==> src/rtl/uarw_pkg.sv <==
package uarw_pkg;
    // ----------------------------------------
    // sampling geometry
    // ----------------------------------------
    localparam int NORM_SPB = 16;
    localparam int DBL_SPB = 8;
    localparam int NORM_VOTE_FIRST = 8;
    localparam int DBL_VOTE_FIRST = 4;
    localparam int DATA_BITS_DEF = 8;
    localparam int CNT_W = 5;
    localparam logic [CNT_W-1:0] CNT_ONE = 5'h01;
    localparam logic [CNT_W-1:0] CNT_ZERO = 5'h00;
    // ----------------------------------------
    // sleep mode encodings
    // ----------------------------------------
    localparam logic [2:0] SLP_ACTIVE = 3'h0;
    localparam logic [2:0] SLP_IDLE = 3'h1;
    localparam logic [2:0] SLP_PDOWN = 3'h2;
    localparam logic [2:0] SLP_PSAVE = 3'h3;
    localparam logic [2:0] SLP_STBY = 3'h6;
    localparam logic [2:0] SLP_ESTBY = 3'h7;
    // ----------------------------------------
    // register map
    // ----------------------------------------
    localparam logic [3:0] ADDR_CTRL = 4'h0;
    localparam logic [3:0] ADDR_STATUS = 4'h1;
    localparam logic [3:0] ADDR_DATA = 4'h2;
    localparam int CTRL_DBL = 0;
    localparam int CTRL_WAKE = 1;
    localparam int CTRL_RXC_IE = 2;
    localparam int CTRL_START_IE = 3;
    localparam int CTRL_PAR = 4;
    localparam int CTRL_EN = 5;
    localparam int ST_RXC = 0;
    localparam int ST_START = 1;
    localparam int ST_FRAME = 2;
    localparam logic [7:0] CTRL_RST = 8'h20;
    typedef enum logic [1:0] {
        ST_IDLE = 2'b00,
        ST_QUAL = 2'b01,
        ST_BITS = 2'b10
    } uarw_state_t;
endpackage

==> src/rtl/uarw_rx_recovery.sv <==
`timescale 1ns/10ps
`default_nettype none
module uarw_rx_recovery #(
    parameter int DATA_BITS = uarw_pkg::DATA_BITS_DEF
) (
    // clock and reset
    input wire logic REF_CLK_IN,
    input wire logic RST_B_IN,
    // sample tick and serial line
    input wire logic SAMPLE_TICK_IN,
    input wire logic RXD_IN,
    // power state
    input wire logic [2:0] SLEEP_MODE_IN,
    input wire logic OTHER_WAKE_IN,
    // register port
    input wire logic [3:0] ADDR_IN,
    input wire logic [7:0] WDATA_IN,
    input wire logic WR_IN,
    input wire logic RD_IN,
    output logic [7:0] RDATA_OUT,
    // power and interrupt
    output logic OSC_ON_OUT,
    output logic UART_CLK_EN_OUT,
    output logic SYS_WAKE_OUT,
    output logic IRQ_OUT,
    // recovered frame
    output logic [8:0] RX_DATA_OUT,
    output logic RX_VALID_OUT
);
    localparam int CNT_W_L = uarw_pkg::CNT_W;

    // ----------------------------------------
    // input synchroniser
    // ----------------------------------------
    logic rxd_s1_ff, rxd_s2_ff, rxd_s3_ff, rxd_ff;
    always_ff @(posedge REF_CLK_IN or negedge RST_B_IN)
    begin
        if (!RST_B_IN)
        begin
            rxd_s1_ff <= 1'b1;
            rxd_s2_ff <= 1'b1;
            rxd_s3_ff <= 1'b1;
            rxd_ff <= 1'b1;
        end
        else
        begin
            rxd_s1_ff <= RXD_IN;
            rxd_s2_ff <= rxd_s1_ff;
            rxd_s3_ff <= rxd_s2_ff;
            if (rxd_s2_ff == rxd_s3_ff)
                rxd_ff <= rxd_s3_ff;
        end
    end

    // ----------------------------------------
    // control register
    // ----------------------------------------
    logic [7:0] ctrl_ff;
    always_ff @(posedge REF_CLK_IN or negedge RST_B_IN)
    begin
        if (!RST_B_IN)
            ctrl_ff <= uarw_pkg::CTRL_RST;
        else if (WR_IN && ADDR_IN == uarw_pkg::ADDR_CTRL)
            ctrl_ff <= WDATA_IN;
    end
    logic dbl, wake_en, par_en, rx_en;
    assign dbl = ctrl_ff[uarw_pkg::CTRL_DBL];
    assign wake_en = ctrl_ff[uarw_pkg::CTRL_WAKE];
    assign par_en = ctrl_ff[uarw_pkg::CTRL_PAR];
    assign rx_en = ctrl_ff[uarw_pkg::CTRL_EN];

    // ----------------------------------------
    // sample geometry
    // ----------------------------------------
    logic [CNT_W_L-1:0] vote_first, vote_last, spb;
    always_comb
    begin
        if (dbl)
        begin
            vote_first = CNT_W_L'(uarw_pkg::DBL_VOTE_FIRST);
            spb = CNT_W_L'(uarw_pkg::DBL_SPB);
        end
        else
        begin
            vote_first = CNT_W_L'(uarw_pkg::NORM_VOTE_FIRST);
            spb = CNT_W_L'(uarw_pkg::NORM_SPB);
        end
        vote_last = vote_first + CNT_W_L'(2);
    end

    // ----------------------------------------
    // bit recovery
    // ----------------------------------------
    uarw_pkg::uarw_state_t state_ff;
    logic [CNT_W_L-1:0] samp_ff;
    logic [1:0] lows_ff;
    logic [3:0] bit_ff;
    logic [8:0] shift_ff;
    logic prev_ff;
    logic done_ff;
    logic stop_low_ff;
    logic start_ok_ff;
    logic [3:0] nbits;
    logic vote_low;
    logic busy;
    logic step;
    logic vote_end;
    logic in_vote;
    logic last_bit;
    logic fall;
    assign nbits = 4'(DATA_BITS + (par_en ? 1 : 0));
    assign vote_low = (lows_ff + (rxd_ff ? 2'h0 : 2'h1)) >= 2'h2;
    assign busy = state_ff != uarw_pkg::ST_IDLE;
    assign step = rx_en && SAMPLE_TICK_IN;
    assign vote_end = step && busy && samp_ff == vote_last;
    assign in_vote = samp_ff >= vote_first && samp_ff < vote_last;
    assign last_bit = state_ff == uarw_pkg::ST_BITS && bit_ff == nbits;
    assign fall = prev_ff && !rxd_ff;

    // previous line level for edge detection
    always_ff @(posedge REF_CLK_IN or negedge RST_B_IN)
    begin
        if (!RST_B_IN)
            prev_ff <= 1'b1;
        else if (!rx_en)
            prev_ff <= 1'b1;
        else if (vote_end && last_bit)
            prev_ff <= 1'b1;
        else if (SAMPLE_TICK_IN)
            prev_ff <= rxd_ff;
    end

    // sample counter, vote tally and bit shifter
    always_ff @(posedge REF_CLK_IN or negedge RST_B_IN)
    begin
        if (!RST_B_IN)
        begin
            state_ff <= uarw_pkg::ST_IDLE;
            samp_ff <= uarw_pkg::CNT_ZERO;
            lows_ff <= 2'h0;
            bit_ff <= 4'h0;
            shift_ff <= 9'h000;
        end
        else if (!rx_en)
            state_ff <= uarw_pkg::ST_IDLE;
        else if (SAMPLE_TICK_IN)
        begin
            case (state_ff)
                uarw_pkg::ST_IDLE:
                begin
                    if (fall)
                    begin
                        state_ff <= uarw_pkg::ST_QUAL;
                        samp_ff <= uarw_pkg::CNT_ONE;
                        lows_ff <= 2'h0;
                    end
                end
                uarw_pkg::ST_QUAL, uarw_pkg::ST_BITS:
                begin
                    samp_ff <= samp_ff + uarw_pkg::CNT_ONE;
                    if (in_vote)
                        lows_ff <= lows_ff + (rxd_ff ? 2'h0 : 2'h1);
                    if (samp_ff == vote_last)
                    begin
                        lows_ff <= 2'h0;
                        if (state_ff == uarw_pkg::ST_QUAL)
                        begin
                            if (vote_low)
                            begin
                                state_ff <= uarw_pkg::ST_BITS;
                                bit_ff <= 4'h0;
                            end
                            else
                                state_ff <= uarw_pkg::ST_IDLE;
                        end
                        else if (last_bit)
                            state_ff <= uarw_pkg::ST_IDLE;
                        else
                        begin
                            shift_ff <= {~vote_low, shift_ff[8:1]};
                            bit_ff <= bit_ff + 4'h1;
                        end
                    end
                    if (samp_ff == spb)
                        samp_ff <= uarw_pkg::CNT_ONE;
                end
                default:
                    state_ff <= uarw_pkg::ST_IDLE;
            endcase
        end
    end

    // ----------------------------------------
    // frame event pulses
    // ----------------------------------------
    always_ff @(posedge REF_CLK_IN or negedge RST_B_IN)
    begin
        if (!RST_B_IN)
            start_ok_ff <= 1'b0;
        else
            start_ok_ff <= vote_end && state_ff == uarw_pkg::ST_QUAL && vote_low;
    end
    always_ff @(posedge REF_CLK_IN or negedge RST_B_IN)
    begin
        if (!RST_B_IN)
            done_ff <= 1'b0;
        else
            done_ff <= vote_end && last_bit;
    end
    always_ff @(posedge REF_CLK_IN or negedge RST_B_IN)
    begin
        if (!RST_B_IN)
            stop_low_ff <= 1'b0;
        else if (vote_end && last_bit)
            stop_low_ff <= vote_low;
    end

    // ----------------------------------------
    // receive buffer and flags
    // ----------------------------------------
    logic rd_stat, rd_data, rd_ctrl, wr_stat;
    assign rd_stat = RD_IN && ADDR_IN == uarw_pkg::ADDR_STATUS;
    assign rd_data = RD_IN && ADDR_IN == uarw_pkg::ADDR_DATA;
    assign rd_ctrl = RD_IN && ADDR_IN == uarw_pkg::ADDR_CTRL;
    assign wr_stat = WR_IN && ADDR_IN == uarw_pkg::ADDR_STATUS;
    logic rxc_ff, start_flag_ff, framing_fault_flag_ff;
    logic [8:0] rx_buf_ff;
    logic det_active;
    logic [8:0] frame_data;
    assign frame_data = par_en ? shift_ff : (shift_ff >> 1);
    // receive buffer loaded at frame end
    always_ff @(posedge REF_CLK_IN or negedge RST_B_IN)
    begin
        if (!RST_B_IN)
            rx_buf_ff <= 9'h000;
        else if (done_ff)
            rx_buf_ff <= frame_data;
    end
    // rx done flag, set wins over read clear
    always_ff @(posedge REF_CLK_IN or negedge RST_B_IN)
    begin
        if (!RST_B_IN)
            rxc_ff <= 1'b0;
        else if (done_ff)
            rxc_ff <= 1'b1;
        else if (rd_data)
            rxc_ff <= 1'b0;
    end
    // start seen flag, set wins over write-one clear
    always_ff @(posedge REF_CLK_IN or negedge RST_B_IN)
    begin
        if (!RST_B_IN)
            start_flag_ff <= 1'b0;
        else if (start_ok_ff && det_active)
            start_flag_ff <= 1'b1;
        else if (wr_stat && WDATA_IN[uarw_pkg::ST_START])
            start_flag_ff <= 1'b0;
    end
    always_ff @(posedge REF_CLK_IN or negedge RST_B_IN)
    begin
        if (!RST_B_IN)
            framing_fault_flag_ff <= 1'b0;
        else if (done_ff)
            framing_fault_flag_ff <= stop_low_ff;
    end

    // ----------------------------------------
    // start frame detection and power
    // ----------------------------------------
    logic deep;
    assign deep = SLEEP_MODE_IN == uarw_pkg::SLP_PSAVE
               || SLEEP_MODE_IN == uarw_pkg::SLP_STBY
               || SLEEP_MODE_IN == uarw_pkg::SLP_ESTBY
               || SLEEP_MODE_IN == uarw_pkg::SLP_PDOWN;
    assign det_active = wake_en && rx_en && deep;
    logic pdown;
    assign pdown = SLEEP_MODE_IN == uarw_pkg::SLP_PDOWN;
    logic keep_clk;
    assign keep_clk = det_active && !pdown && (!rxd_ff || busy);
    logic rxc_ie, st_ie, irq_src;
    assign rxc_ie = ctrl_ff[uarw_pkg::CTRL_RXC_IE];
    assign st_ie = ctrl_ff[uarw_pkg::CTRL_START_IE];
    assign irq_src = (st_ie && start_flag_ff)
        || (rxc_ie && rxc_ff);

    // ----------------------------------------
    // registered outputs
    // ----------------------------------------
    // oscillator request; power down never starts it
    always_ff @(posedge REF_CLK_IN or negedge RST_B_IN)
    begin
        if (!RST_B_IN)
            OSC_ON_OUT <= 1'b0;
        else if (!det_active)
            OSC_ON_OUT <= 1'b0;
        else if (pdown)
            OSC_ON_OUT <= 1'b0;
        else if (!rxd_ff || busy)
            OSC_ON_OUT <= 1'b1;
        else if (!OTHER_WAKE_IN)
            OSC_ON_OUT <= 1'b0;
    end
    always_ff @(posedge REF_CLK_IN or negedge RST_B_IN)
    begin
        if (!RST_B_IN)
            UART_CLK_EN_OUT <= 1'b0;
        else
            UART_CLK_EN_OUT <= !deep || OTHER_WAKE_IN
                || keep_clk;
    end
    always_ff @(posedge REF_CLK_IN or negedge RST_B_IN)
    begin
        if (!RST_B_IN)
            SYS_WAKE_OUT <= 1'b0;
        else
            SYS_WAKE_OUT <= det_active && irq_src;
    end
    always_ff @(posedge REF_CLK_IN or negedge RST_B_IN)
    begin
        if (!RST_B_IN)
            IRQ_OUT <= 1'b0;
        else
            IRQ_OUT <= irq_src;
    end
    always_ff @(posedge REF_CLK_IN or negedge RST_B_IN)
    begin
        if (!RST_B_IN)
            RX_VALID_OUT <= 1'b0;
        else
            RX_VALID_OUT <= done_ff;
    end
    always_ff @(posedge REF_CLK_IN or negedge RST_B_IN)
    begin
        if (!RST_B_IN)
            RX_DATA_OUT <= 9'h000;
        else if (done_ff)
            RX_DATA_OUT <= frame_data;
    end
    // read data stands one cycle after the strobe
    always_ff @(posedge REF_CLK_IN or negedge RST_B_IN)
    begin
        if (!RST_B_IN)
            RDATA_OUT <= 8'h00;
        else if (rd_stat)
            RDATA_OUT <= {5'h00, framing_fault_flag_ff, start_flag_ff, rxc_ff};
        else if (rd_data)
            RDATA_OUT <= rx_buf_ff[7:0];
        else if (rd_ctrl)
            RDATA_OUT <= ctrl_ff;
        else
            RDATA_OUT <= 8'h00;
    end
endmodule
`default_nettype wire

==> config.mk <==
export PLATFORM = sky130hd
export DESIGN_NAME = uarw_rx_recovery
export DESIGN_NICKNAME = d
export VERILOG_FILES = /design/src/rtl/uarw_pkg.sv /design/src/rtl/uarw_rx_recovery.sv
export SDC_FILE = /design/constraint.sdc
export NUM_CORES = 1
export LEC_CHECK = 0
export BUFFER_PORTS_ARGS = -buffer_cell sky130_fd_sc_hd__buf_2
export CAP_MARGIN = 30
export CELL_PAD_IN_SITES_DETAIL_PLACEMENT = 1
export CELL_PAD_IN_SITES_GLOBAL_PLACEMENT = 2
export CORE_MARGIN = 2
export CORE_UTILIZATION = 40
export DETAILED_ROUTE_END_ITERATION = 8
export HOLD_SLACK_MARGIN = 0.05
export PLACE_DENSITY_LB_ADDON = 0.08
export SKIP_CTS_REPAIR_TIMING = 1
export SLEW_MARGIN = 30
export SYNTH_ARGS = -nofsm -noshare
export SYNTH_HDL_FRONTEND = slang
export SYNTH_SLANG_ARGS = --single-unit
==> constraint.sdc <==
create_clock -name REF_CLK_IN -period 7.25 [get_ports REF_CLK_IN]
set_clock_uncertainty 0.1 [all_clocks]
set_input_delay 1.45 -clock REF_CLK_IN [delete_from_list [all_inputs] [get_ports REF_CLK_IN]]
set_output_delay 1.45 -clock REF_CLK_IN [all_outputs]
set_load 0.05 [all_outputs]
After elaboration in Yosys (flattened, before gate mapping)
Index checks and enable logic that the tools add are counted.
Storage, ports and cells
  bits of input ports: 22
  bits in registers: 63
Operators by class
  reductions and logical operators: 45
  $lt $le $gt $ge: 3
  equal/unequal tests: 22
  bitwise operators: 3
  muxes and demuxes: 37
  add/sub/neg operators: 5
Operators by type and width (number)
  8-bit 2-to-1 mux: 3
  1-bit logical AND: 23
  2-bit 2-to-1 mux: 10
  4-bit 2-to-1 mux: 4
  5-bit 2-to-1 mux: 3
  1-bit 2-to-1 mux: 13
  6-bit AND reduction: 2
  5-bit equality test: 2
  5-bit one-hot mux with 2 select lines: 1
  9-bit 2-to-1 mux: 1
  3-bit inequality test (second input constant): 3
  2-bit one-hot mux with 2 select lines: 2
  4-bit AND reduction: 2
  2-bit nonzero test: 4
  1-bit logical OR: 7
  3-bit by 2-bit equality test with 1-bit output (second input constant): 2
  3-bit equality test (second input constant): 2
  2-bit inequality test (second input constant): 3
  5-bit by 1-bit adder with 5-bit output (second input constant): 1
  5-bit by 2-bit adder with 5-bit output (second input constant): 1
  5-bit >= comparator: 1
  5-bit < comparator: 1
  5-bit AND reduction: 1
  4-bit by 1-bit adder with 4-bit output (first input constant): 1
  other kinds (18): 22

Logic depth before layout (Yosys ltp)
Gate-level depths: netlist of the first run.
  word-level depth: 10
  depth in mapped cells: 8
  gate-level depth less buffers: 6

Worst setup path before layout of the first run
OpenSTA, ideal clock, no wires.
  kind: input to register
  from: input SAMPLE_TICK_IN
  to: register shift_ff[1]
  setup slack: 4259 ps
  buffers on the path: 2
  arrival time: 2766 ps
  cell stages on the path: 6
  cells stage by stage: nand2_1 or4_4 buf_6 or2_4 buf_6 mux2_4
On the way
  word-level cells in the longest chain between the ends: 1
Ends and longest elaborated chain
  from (decl): RTL line uarw_rx_recovery.sv:10  | input wire logic SAMPLE_TICK_IN,
  6-bit AND reduction (no line)
  to (signal assigned): RTL line uarw_rx_recovery.sv:180  | shift_ff <= {~vote_low, shift_ff[8:1]};
  to (decl): RTL line uarw_rx_recovery.sv:98  | logic [8:0] shift_ff;
No other way between the ends.
A chain may end at the register's enable or synchronous reset.

Worst setup path after layout of the first run
  from: input SAMPLE_TICK_IN
  to: register shift_ff[7]
Same word-level chain as after synthesis.

==> flow_summary.yaml, run 1 <==
timing:
  final.setup.worst_slack_ns: 4.51
  finalHoldViolations: 0
  finalSetupTns_ns: 0
  fin_crit_sh_pct: 37.8
  rsz0062_at_grt: "no"
  fmax_ghz: 0.365
  relSlewSlack_pct: 47.1
  worstMarginPinSlew_ns: 0.793
  setup_viol: 0
  min_period_ns: 2.74
  maxSlewViolCount: 0
worst_hold_path:
  hp-start: "rxd_s2_ff"
  min_path_type: "register to register"
setup_path:
  critPathLaunchType: "input pin"
  path_cells: "buf_2 > nand2_1 > or4_4 > or2_4 > mux2_4"
  worstSetupPathType: "input pin to register"
  path_buf_inv: 1
  crit_slowest_cell: "or4_4"
  crit_fanout: 11
  cp.required_ns: 7.38
  cp.arrival_ns: 2.88
  startpoint: "SAMPLE_TICK_IN"
  cp-end-kind: "register"
  critPathTopFamily: "simple AND/OR/NAND/NOR gates"
  crit_path_max_incr_delay_ns: 0.52
  reg2reg_from: "ctrl_ff[0]"
synth:
  yosysUniqueCellTypes: 48
  async_flop_share_pct: 100
  synth_compound_area_share_pct: 9.65
  syn-num-nets: 296
  ys_ff_latch: 63
  synth_cells: 261
  ys.flop_type: "dfrtp_1"
  yosys.area_share.adder_pct: 5.74
  synth_top_family_by_area: "simple AND/OR/NAND/NOR gates"
  synthXorXnorAreaFrac_pct: 0.874
  syn-mean-instance-area_um2: 11.5
  yosysWarningCount: 0
  yosysSeqAreaShare_pct: 52.7
  netlist_area_um2: 3010
  synth_simple_gate_area_share_pct: 14.2
  synth.area.mux_share_pct: 13.6
  synth_edf_count: 0
clocking:
  clkSinkCount: 63
  numCtsBuffers: 9
  h-tree-depth: 3
  clockBufferDepth: 2
  cts-root-buf: "clkbuf_8"
  insertion_delay_ns: 0.35
  clk_pin_slew_ns: 0.08
  cts_tree: "built"
floorplan:
  die_area_um2: 8230
  die_w_um: 90.7
  io_pins: 44
  rows: 31
  die_h_um: 90.7
  core-area_um2: 7250
  initial_core_util_pct: 41.5
layout:
  nets: 342
  drive_gt1_share_pct: 29.8
  diodes: 0
  most-common-layout-cells: "dfrtp_1 (57), buf_2 (43), nor2_1 (24), mux2i_1 (19), a21oi_1 (18)"
  areaGrowthSynthToFinish_pct: 17.5
  layout_commonest_cell: "dfrtp_1"
  utilization_pct: 48.7
route:
  dr.first_iter.drc_count: 83
  ant_nets: 0
  vias_per_cell: 5.09
  wl_per_cell_um: 16.2
  vias: 2090
  first_pass_iters: 4
  finalWirelength_um: 6650
  drc: 0
place:
  place_hpwl_um: 4780
  dp_slack_ns: 4.00
  port_buffers: 43
  gp_congestion: 0.742
grt:
  grt_pass1_vias: 2218
  grt.total_usage_pct: 17.4
  grt_max_degree: 64
  grt_overflow: 0
  antenna_found_initial: 0
  grt_pass1_wl_um: 11100
outcome:
  status: "completed"
job:
  drv_cap: 0
power:
  p_leak_nw: 1.74
  powerDensity_nw_per_um2: 246
  ir_worst_vdd_mv: 0.0948
cell type report:
type / count / area (um^2)
Clock buffer: 9 / 124
Fill cell: 809 / 3720
Inverter: 13 / 48.8
Multi-Input combinational cell: 176 / 1330
Sequential cell: 63 / 1580
Tap cell: 99 / 124
Timing Repair Buffer: 44 / 223
Clock inverter: 7 / 96.3
kinds of logic after synthesis:
kind of cell / Yosys count
buffers and inverters: 22
adder cells (fa/ha/maj): 14
AND/OR/NAND/NOR: 75
flip-flops: 63
XOR/XNOR: 3
multiplexers: 36
AO/OA/AOI/OAI: 48
synth_stat cells, drive strengths merged (2+ instances only):
library cell	number	share of area, %
dfstp	6	5.2
nor2	24	3.0
nand2	11	1.4
inv	13	1.6
nor2b	4	0.83
nand2b	6	1.5
or4	4	1.1
clkbuf	5	0.62
or2	2	0.50
mux2	17	7.2
mux2i	19	6.3
o21ai	14	2.3
nor3	2	0.33
a21oi	18	3.0
or3b	3	0.87
and2	3	0.62
dfrtp	57	47
nand3	5	0.83
o31ai	3	0.75
a22o	6	1.7
and3	2	0.42
xor2	2	0.58
nor4	2	0.83
ha	13	5.4
buf	4	1.0
power by group:
group / leakage [nW] / internal, mW / switching, mW / total (mW)
Clock: 0.114 / 0.195 / 0.147 / 0.342
Sequential: 0.833 / 0.375 / 0.0315 / 0.407
Combinational: 0.795 / 0.0518 / 0.0674 / 0.119
metal layers:
layer | GRT usage (%) | vias up | share of wire [%]
met3 | 5.26 | 4 | 4.5
met5 | 0 | - | 0
li1 | - | 1011 | -
met4 | 5.51 | 0 | 0.63
met1 | 23.7 | 1032 | 50
met2 | 26.7 | 43 | 45
registers in the layout (all words and copies together) (netlist names), 2 cells and up:
| register | flops |
|---|---|
| RDATA_OUT | 8 |
| RX_DATA_OUT | 9 |
| bit_ff | 4 |
| ctrl_ff | 8 |
| lows_ff | 2 |
| samp_ff | 5 |
| shift_ff | 9 |
| state_ff | 2 |
path summary, 6_finish.rpt:
| kind | end | slack [ns] | depth (start not counted) |
|---|---|---|---|
| worst min register to register | rxd_s3_ff | 0.27 | 0 |
| worst min-delay path | rxd_s3_ff | 0.27 | 0 |
| worst max-delay path | shift_ff[7] | 4.51 | 5 |
| max in group asynchronous | bit_ff[3] | 5.35 | 2 |
| worst max register to register | shift_ff[7] | 4.84 | 6 |
| min in group asynchronous | samp_ff[0] | 1.17 | 2 |
worst reg2reg max path: cells and delay by family, from the launching register on:
| kind | cells | cell delay (ns) |
|---|---|---|
| adders and majority gates | 1 | 0.32 |
| buffers and inverters | 1 | 0.09 |
| DFF | 1 | 0.44 |
| muxes | 1 | 0.32 |
| and+or+nand+nor | 3 | 1.04 |
stage by stage:
step / hold WS [ns] / area, um^2 / power (mW) / std cells
2_1_floorplan: 0.245 / 3010 / 0.490 / 261
3_3_place_gp: 0.259 / 3300 / 0.532 / 395
3_5_place_dp: 0.261 / 3300 / 0.534 / 395
4_1_cts: 0.271 / 3520 / 0.879 / 411
5_1_grt: 0.279 / 3530 / 0.914 / 411
6_report: 0.269 / 3530 / 0.868 / 411
(Power assumes the default switching activity.)
==> inputs of run 2 (changes only) <==
Settings changed: CORE_UTILIZATION 40 to 37.
Clock period 7.25 ns to 2.8 ns, I/O delays scaled along.
==> run 2 against run 1 <==
Compared with the run above:
- cell area grew 0.60%
- worst setup slack worse by 4.1 ns
- die area rose by 7.8%
- worst hold slack lost 0.15 ns
- count of clock-buffer cells in the layout grew 2
- sequential cell count is the same
- cell count grew 1.2%
- non-clock buffer count increased by 3
- highest routed layer unchanged
- critical path depth rose by 1
- via count fell by 1.6%
==> flow_summary.yaml, run 2 (same netlist as run 1, synthesis figures left out) <==
power:
  p_leak_nw: 1.75
  ir_worst_vdd_mv: 0.228
  powerDensity_nw_per_um2: 628
  p_comb_share_pct: 14.7
  pwr-share-seq_pct: 46.8
  power_frac_clock_pct: 38.4
  finalPower_mw: 2.23
  swShare_pct: 26.9
  power.switching_uw: 601
  internal-power_mw: 1.63
timing:
  finalHoldViolations: 0
  min_period_ns: 2.40
  fmax_ghz: 0.417
  fin_crit_sh_pct: 85.6
  setup_viol: 0
  worstMarginPinSlew_ns: 0.641
  relSlewSlack_pct: 57.3
  rsz0062_at_grt: "no"
  finalSetupTns_ns: 0
  maxSlewViolCount: 0
worst_hold_path:
  min_path_type: "input pin to async pin"
layout:
  areaGrowthSynthToFinish_pct: 18.2
  drive_gt1_share_pct: 29.9
  layout_commonest_cell: "dfrtp_1"
  nets: 345
  most-common-layout-cells: "dfrtp_1 (57), buf_2 (43), nor2_1 (24), mux2i_1 (19), a21oi_1 (18)"
  top_regs: "RX_DATA_OUT (9), shift_ff (9)"
  diodes: 0
  stdcell_count: 416
clocking:
  cts_tree: "built"
  clockBufferDepth: 2
  cts-root-buf: "clkbuf_8"
  clk_pin_slew_ns: 0.07
  clkSinkCount: 63
  numCtsBuffers: 9
  h-tree-depth: 3
  insertion_delay_ns: 0.33
setup_path:
  crit_path_max_incr_delay_ns: 0.57
  r2r_slack_ns: 0.40
  cp.required_ns: 2.92
  path_cells: "inv_1 > ha_1 > nand2_1 > or4_4 > or2_4 > mux2_4"
  crit_fanout: 11
  reg2reg_from: "ctrl_ff[0]"
  cp.arrival_ns: 2.51
  worstSetupPathType: "register to register"
  r2r_cells: 6
  cp-end-kind: "register"
  r2r-end: "shift_ff[4]"
  crit_slowest_cell: "or4_4"
  critPathLaunchType: "register"
grt:
  grt_pass1_wl_um: 11300
  grt_max_degree: 64
  antenna_found_initial: 0
  grt_pass1_vias: 2198
  grt_overflow: 0
  grt.total_usage_pct: 16.7
floorplan:
  die_w_um: 94.2
  die_h_um: 94.2
  core-area_um2: 7810
  initial_core_util_pct: 38.5
  rows: 32
  die_area_um2: 8870
  io_pins: 44
route:
  ant_nets: 0
  finalWirelength_um: 6800
  first_pass_iters: 4
  vias: 2056
  vias_per_cell: 4.94
  drc: 0
  dr.first_iter.drc_count: 83
  wl_per_cell_um: 16.4
job:
  drv_cap: 0
place:
  gp_congestion: 0.762
  port_buffers: 43
  place_inst: 401
  place_hpwl_um: 4930
outcome:
  status: "completed"
## run 2: power by group through the flow
stage	logic (mW)	registers, mW	clock network [mW]
final	0.329	1.05	0.858
after global routing	0.370	1.06	0.922
after CTS	0.336	1.05	0.886
after detailed placement	0.335	1.06	0
after global placement	0.329	1.06	0
after floorplan	0.230	1.04	0
## run 2: metrics by stage
step	util, %	area (um^2)	setup slack, ns	hold WS [ns]
after floorplan	-	3010	0.441	0.164
after global placement	42.8	3340	0.475	0.246
after detailed placement	42.8	3340	0.403	0.249
after CTS	45.5	3550	0.395	0.132
after global routing	45.5	3550	0.308	0.139
final	45.5	3550	0.403	0.119
## run 2: how the worst max path moves through the flow
stage                        to  cells after the start  slack, ns  startpoint
detailed placement  shift_ff[4]                      6       0.40  ctrl_ff[0]
global route        stop_low_ff                      6       0.31  ctrl_ff[0]
floorplan           shift_ff[1]                      7       0.44  ctrl_ff[0]
CTS                 shift_ff[4]                      6       0.40  ctrl_ff[0]
finish              shift_ff[4]                      6       0.40  ctrl_ff[0]
global placement    shift_ff[5]                      6       0.48  ctrl_ff[0]
## run 2: worst max-delay path: cells and delay by family (launching register included)
family	cells	cell delay [ns]
simple gates	3	1.02
flops	1	0.44
fa+ha+maj	1	0.32
mux	1	0.32
buf+inv	1	0.08
## run 2: area by class of cell
cell class | count | area, um^2
fill | 873 | 4250
inverter | 13 | 48.8
tap | 102 | 128
timing repair buffer | 47 | 258
sequential | 63 | 1580
multi-input combinational | 176 | 1330
clock buffer | 11 | 141
clock inverter | 4 | 70.1
## run 2: layer usage
metal  up-vias  global-route usage (%)  wire length, um
li1       1015                       -                -
met5         -                       0                0
met3         9                    4.01              198
met2        29                    25.7             3060
met1      1003                    23.3             3460
met4         0                    5.43               82
==> inputs of run 3 (changes only) <==
Settings changed: CELL_PAD_IN_SITES_DETAIL_PLACEMENT 1 to 2, REMOVE_ABC_BUFFERS set to 1, SKIP_CTS_REPAIR_TIMING 1 to unset.
==> run 3 against run 2 <==
Compared with the run above:
- combinational power rose by 4%
- worst setup slack got worse by 0.0044 ns
- total power fell by 0.99%
- cell area rose by 0.32%
- utilization rose by 0.14 points
- sequential cell count did not move
- worst hold slack got worse by 0.011 ns
- maximum frequency fell by 0.18%
==> flow_summary.yaml, run 3 (same netlist as run 1, synthesis figures left out) <==
layout:
  fin_area_um2: 3570
  drive_gt1_share_pct: 30.9
  layout_commonest_cell: "dfrtp_1"
  fillCellCount: 846
  most-common-layout-cells: "dfrtp_1 (57), buf_2 (43), nor2_1 (24), mux2i_1 (19), a21oi_1 (18)"
  top_regs: "RX_DATA_OUT (9), shift_ff (9)"
  diodes: 0
  nets: 347
  areaGrowthSynthToFinish_pct: 18.6
grt:
  grt_overflow: 0
  grt.total_usage_pct: 18.6
  grt_max_degree: 64
  grt_pass1_vias: 2407
  antenna_found_initial: 0
  grt_pass1_wl_um: 12500
setup_path:
  cp.arrival_ns: 2.53
  r2r-end: "stop_low_ff"
  cp-end-kind: "register"
  cp.required_ns: 2.93
  critPathLaunchType: "register"
  crit_fanout: 10
  r2r_cells: 6
  reg2reg_from: "ctrl_ff[0]"
  r2r_slack_ns: 0.40
  worstSetupPathType: "register to register"
floorplan:
  die_h_um: 94.2
  core-area_um2: 7810
  io_pins: 44
  rows: 32
  die_w_um: 94.2
  die_area_um2: 8870
  initial_core_util_pct: 38.5
power:
  powerDensity_nw_per_um2: 620
  p_leak_nw: 1.75
  ir_worst_vdd_mv: 0.210
clocking:
  cts_tree: "built"
  clkSinkCount: 63
  cts_hold_buf: 0
  cts-root-buf: "clkbuf_8"
  clk_pin_slew_ns: 0.07
  numCtsBuffers: 9
  cts_setup_buffers: 0
  insertion_delay_ns: 0.35
  h-tree-depth: 3
  clockBufferDepth: 2
  cts_resized: 0
timing:
  finalHoldViolations: 0
  maxSlewViolCount: 0
  fin_crit_sh_pct: 85.8
  worstMarginPinSlew_ns: 0.711
  setup_viol: 0
  relSlewSlack_pct: 52.6
  rsz0062_at_grt: "no"
  fmax_ghz: 0.416
  finalSetupTns_ns: 0
  min_period_ns: 2.40
route:
  dr.first_iter.drc_count: 23
  drc: 0
  ant_nets: 0
  wl_per_cell_um: 17.8
  vias_per_cell: 5.13
  first_pass_iters: 4
  finalWirelength_um: 7460
  vias: 2149
place:
  place_hpwl_um: 5360
  port_buffers: 43
  placed_area_um2: 3360
  gp_congestion: 0.737
job:
  drv_cap: 0
outcome:
  status: "completed"
worst_hold_path:
  min_path_type: "input pin to async pin"
run 3: changes by cell type in the layout (fill, tap and decap cells not counted), sizes merged:
cell	delta
buf	+2
bufinv	-1
clkbuf	-1
clkinvlp	+3
run 3: power by group:
part           switching [mW]  internal [mW]  total [mW]  leakage (nW)
Combinational           0.198          0.143       0.341         0.824
Sequential             0.0718          0.971        1.04         0.833
Clock                   0.389          0.438       0.827        0.0947
Total                   0.659           1.55        2.21          1.75
run 3: worst max path at each step:
stage                from     endpoint  slack, ns
2_1_floorplan  ctrl_ff[0]  shift_ff[1]       0.56
3_3_place_gp   ctrl_ff[0]  shift_ff[5]       0.47
3_5_place_dp   ctrl_ff[0]  stop_low_ff       0.39
4_1_cts        ctrl_ff[0]  stop_low_ff       0.36
5_1_grt        ctrl_ff[0]  stop_low_ff       0.19
6_report       ctrl_ff[0]  stop_low_ff       0.40
run 3: critical path, stage by stage (launching register included):
cell     delay [ns]
dfrtp_1        0.44
inv_1          0.09
ha_1           0.32
nand2_1        0.10
or4_4          0.57
nor4_2         0.30
mux2_2         0.38
run 3: routing by layer:
| layer | up-vias | wire length [um] | global-route usage (%) | share of wire (%) |
|---|---|---|---|---|
| li1 | 1026 | - | - | - |
| met1 | 1085 | 3490 | 24.7 | 47 |
| met2 | 31 | 3640 | 30.4 | 49 |
| met3 | 7 | 251 | 4.01 | 3.4 |
| met4 | 0 | 81 | 5.80 | 1.1 |
| met5 | - | 0 | 0 | 0 |
run 3: area by class of cell:
type / instances / area [um^2] / area share, %
multi-input cells: 176 / 1330 / 37.2
clock buffers: 10 / 138 / 3.86
clock inverters: 6 / 70.1 / 1.96
flip-flops and latches: 63 / 1580 / 44.4
well taps: 102 / 128 / 3.58
inverters: 13 / 48.8 / 1.37
repair buffers: 49 / 273 / 7.65
run 3: through the flow:
stage	setup slack, ns	std cells	utilization, %	hold slack, ns	power, mW
6_report	0.398	419	45.7	0.108	2.21
5_1_grt	0.192	419	45.7	0.145	2.33
4_1_cts	0.364	419	45.7	0.126	2.25
3_5_place_dp	0.385	403	43.0	0.248	1.41
3_3_place_gp	0.472	403	43.0	0.246	1.39
2_1_floorplan	0.560	252	-	0.164	1.26
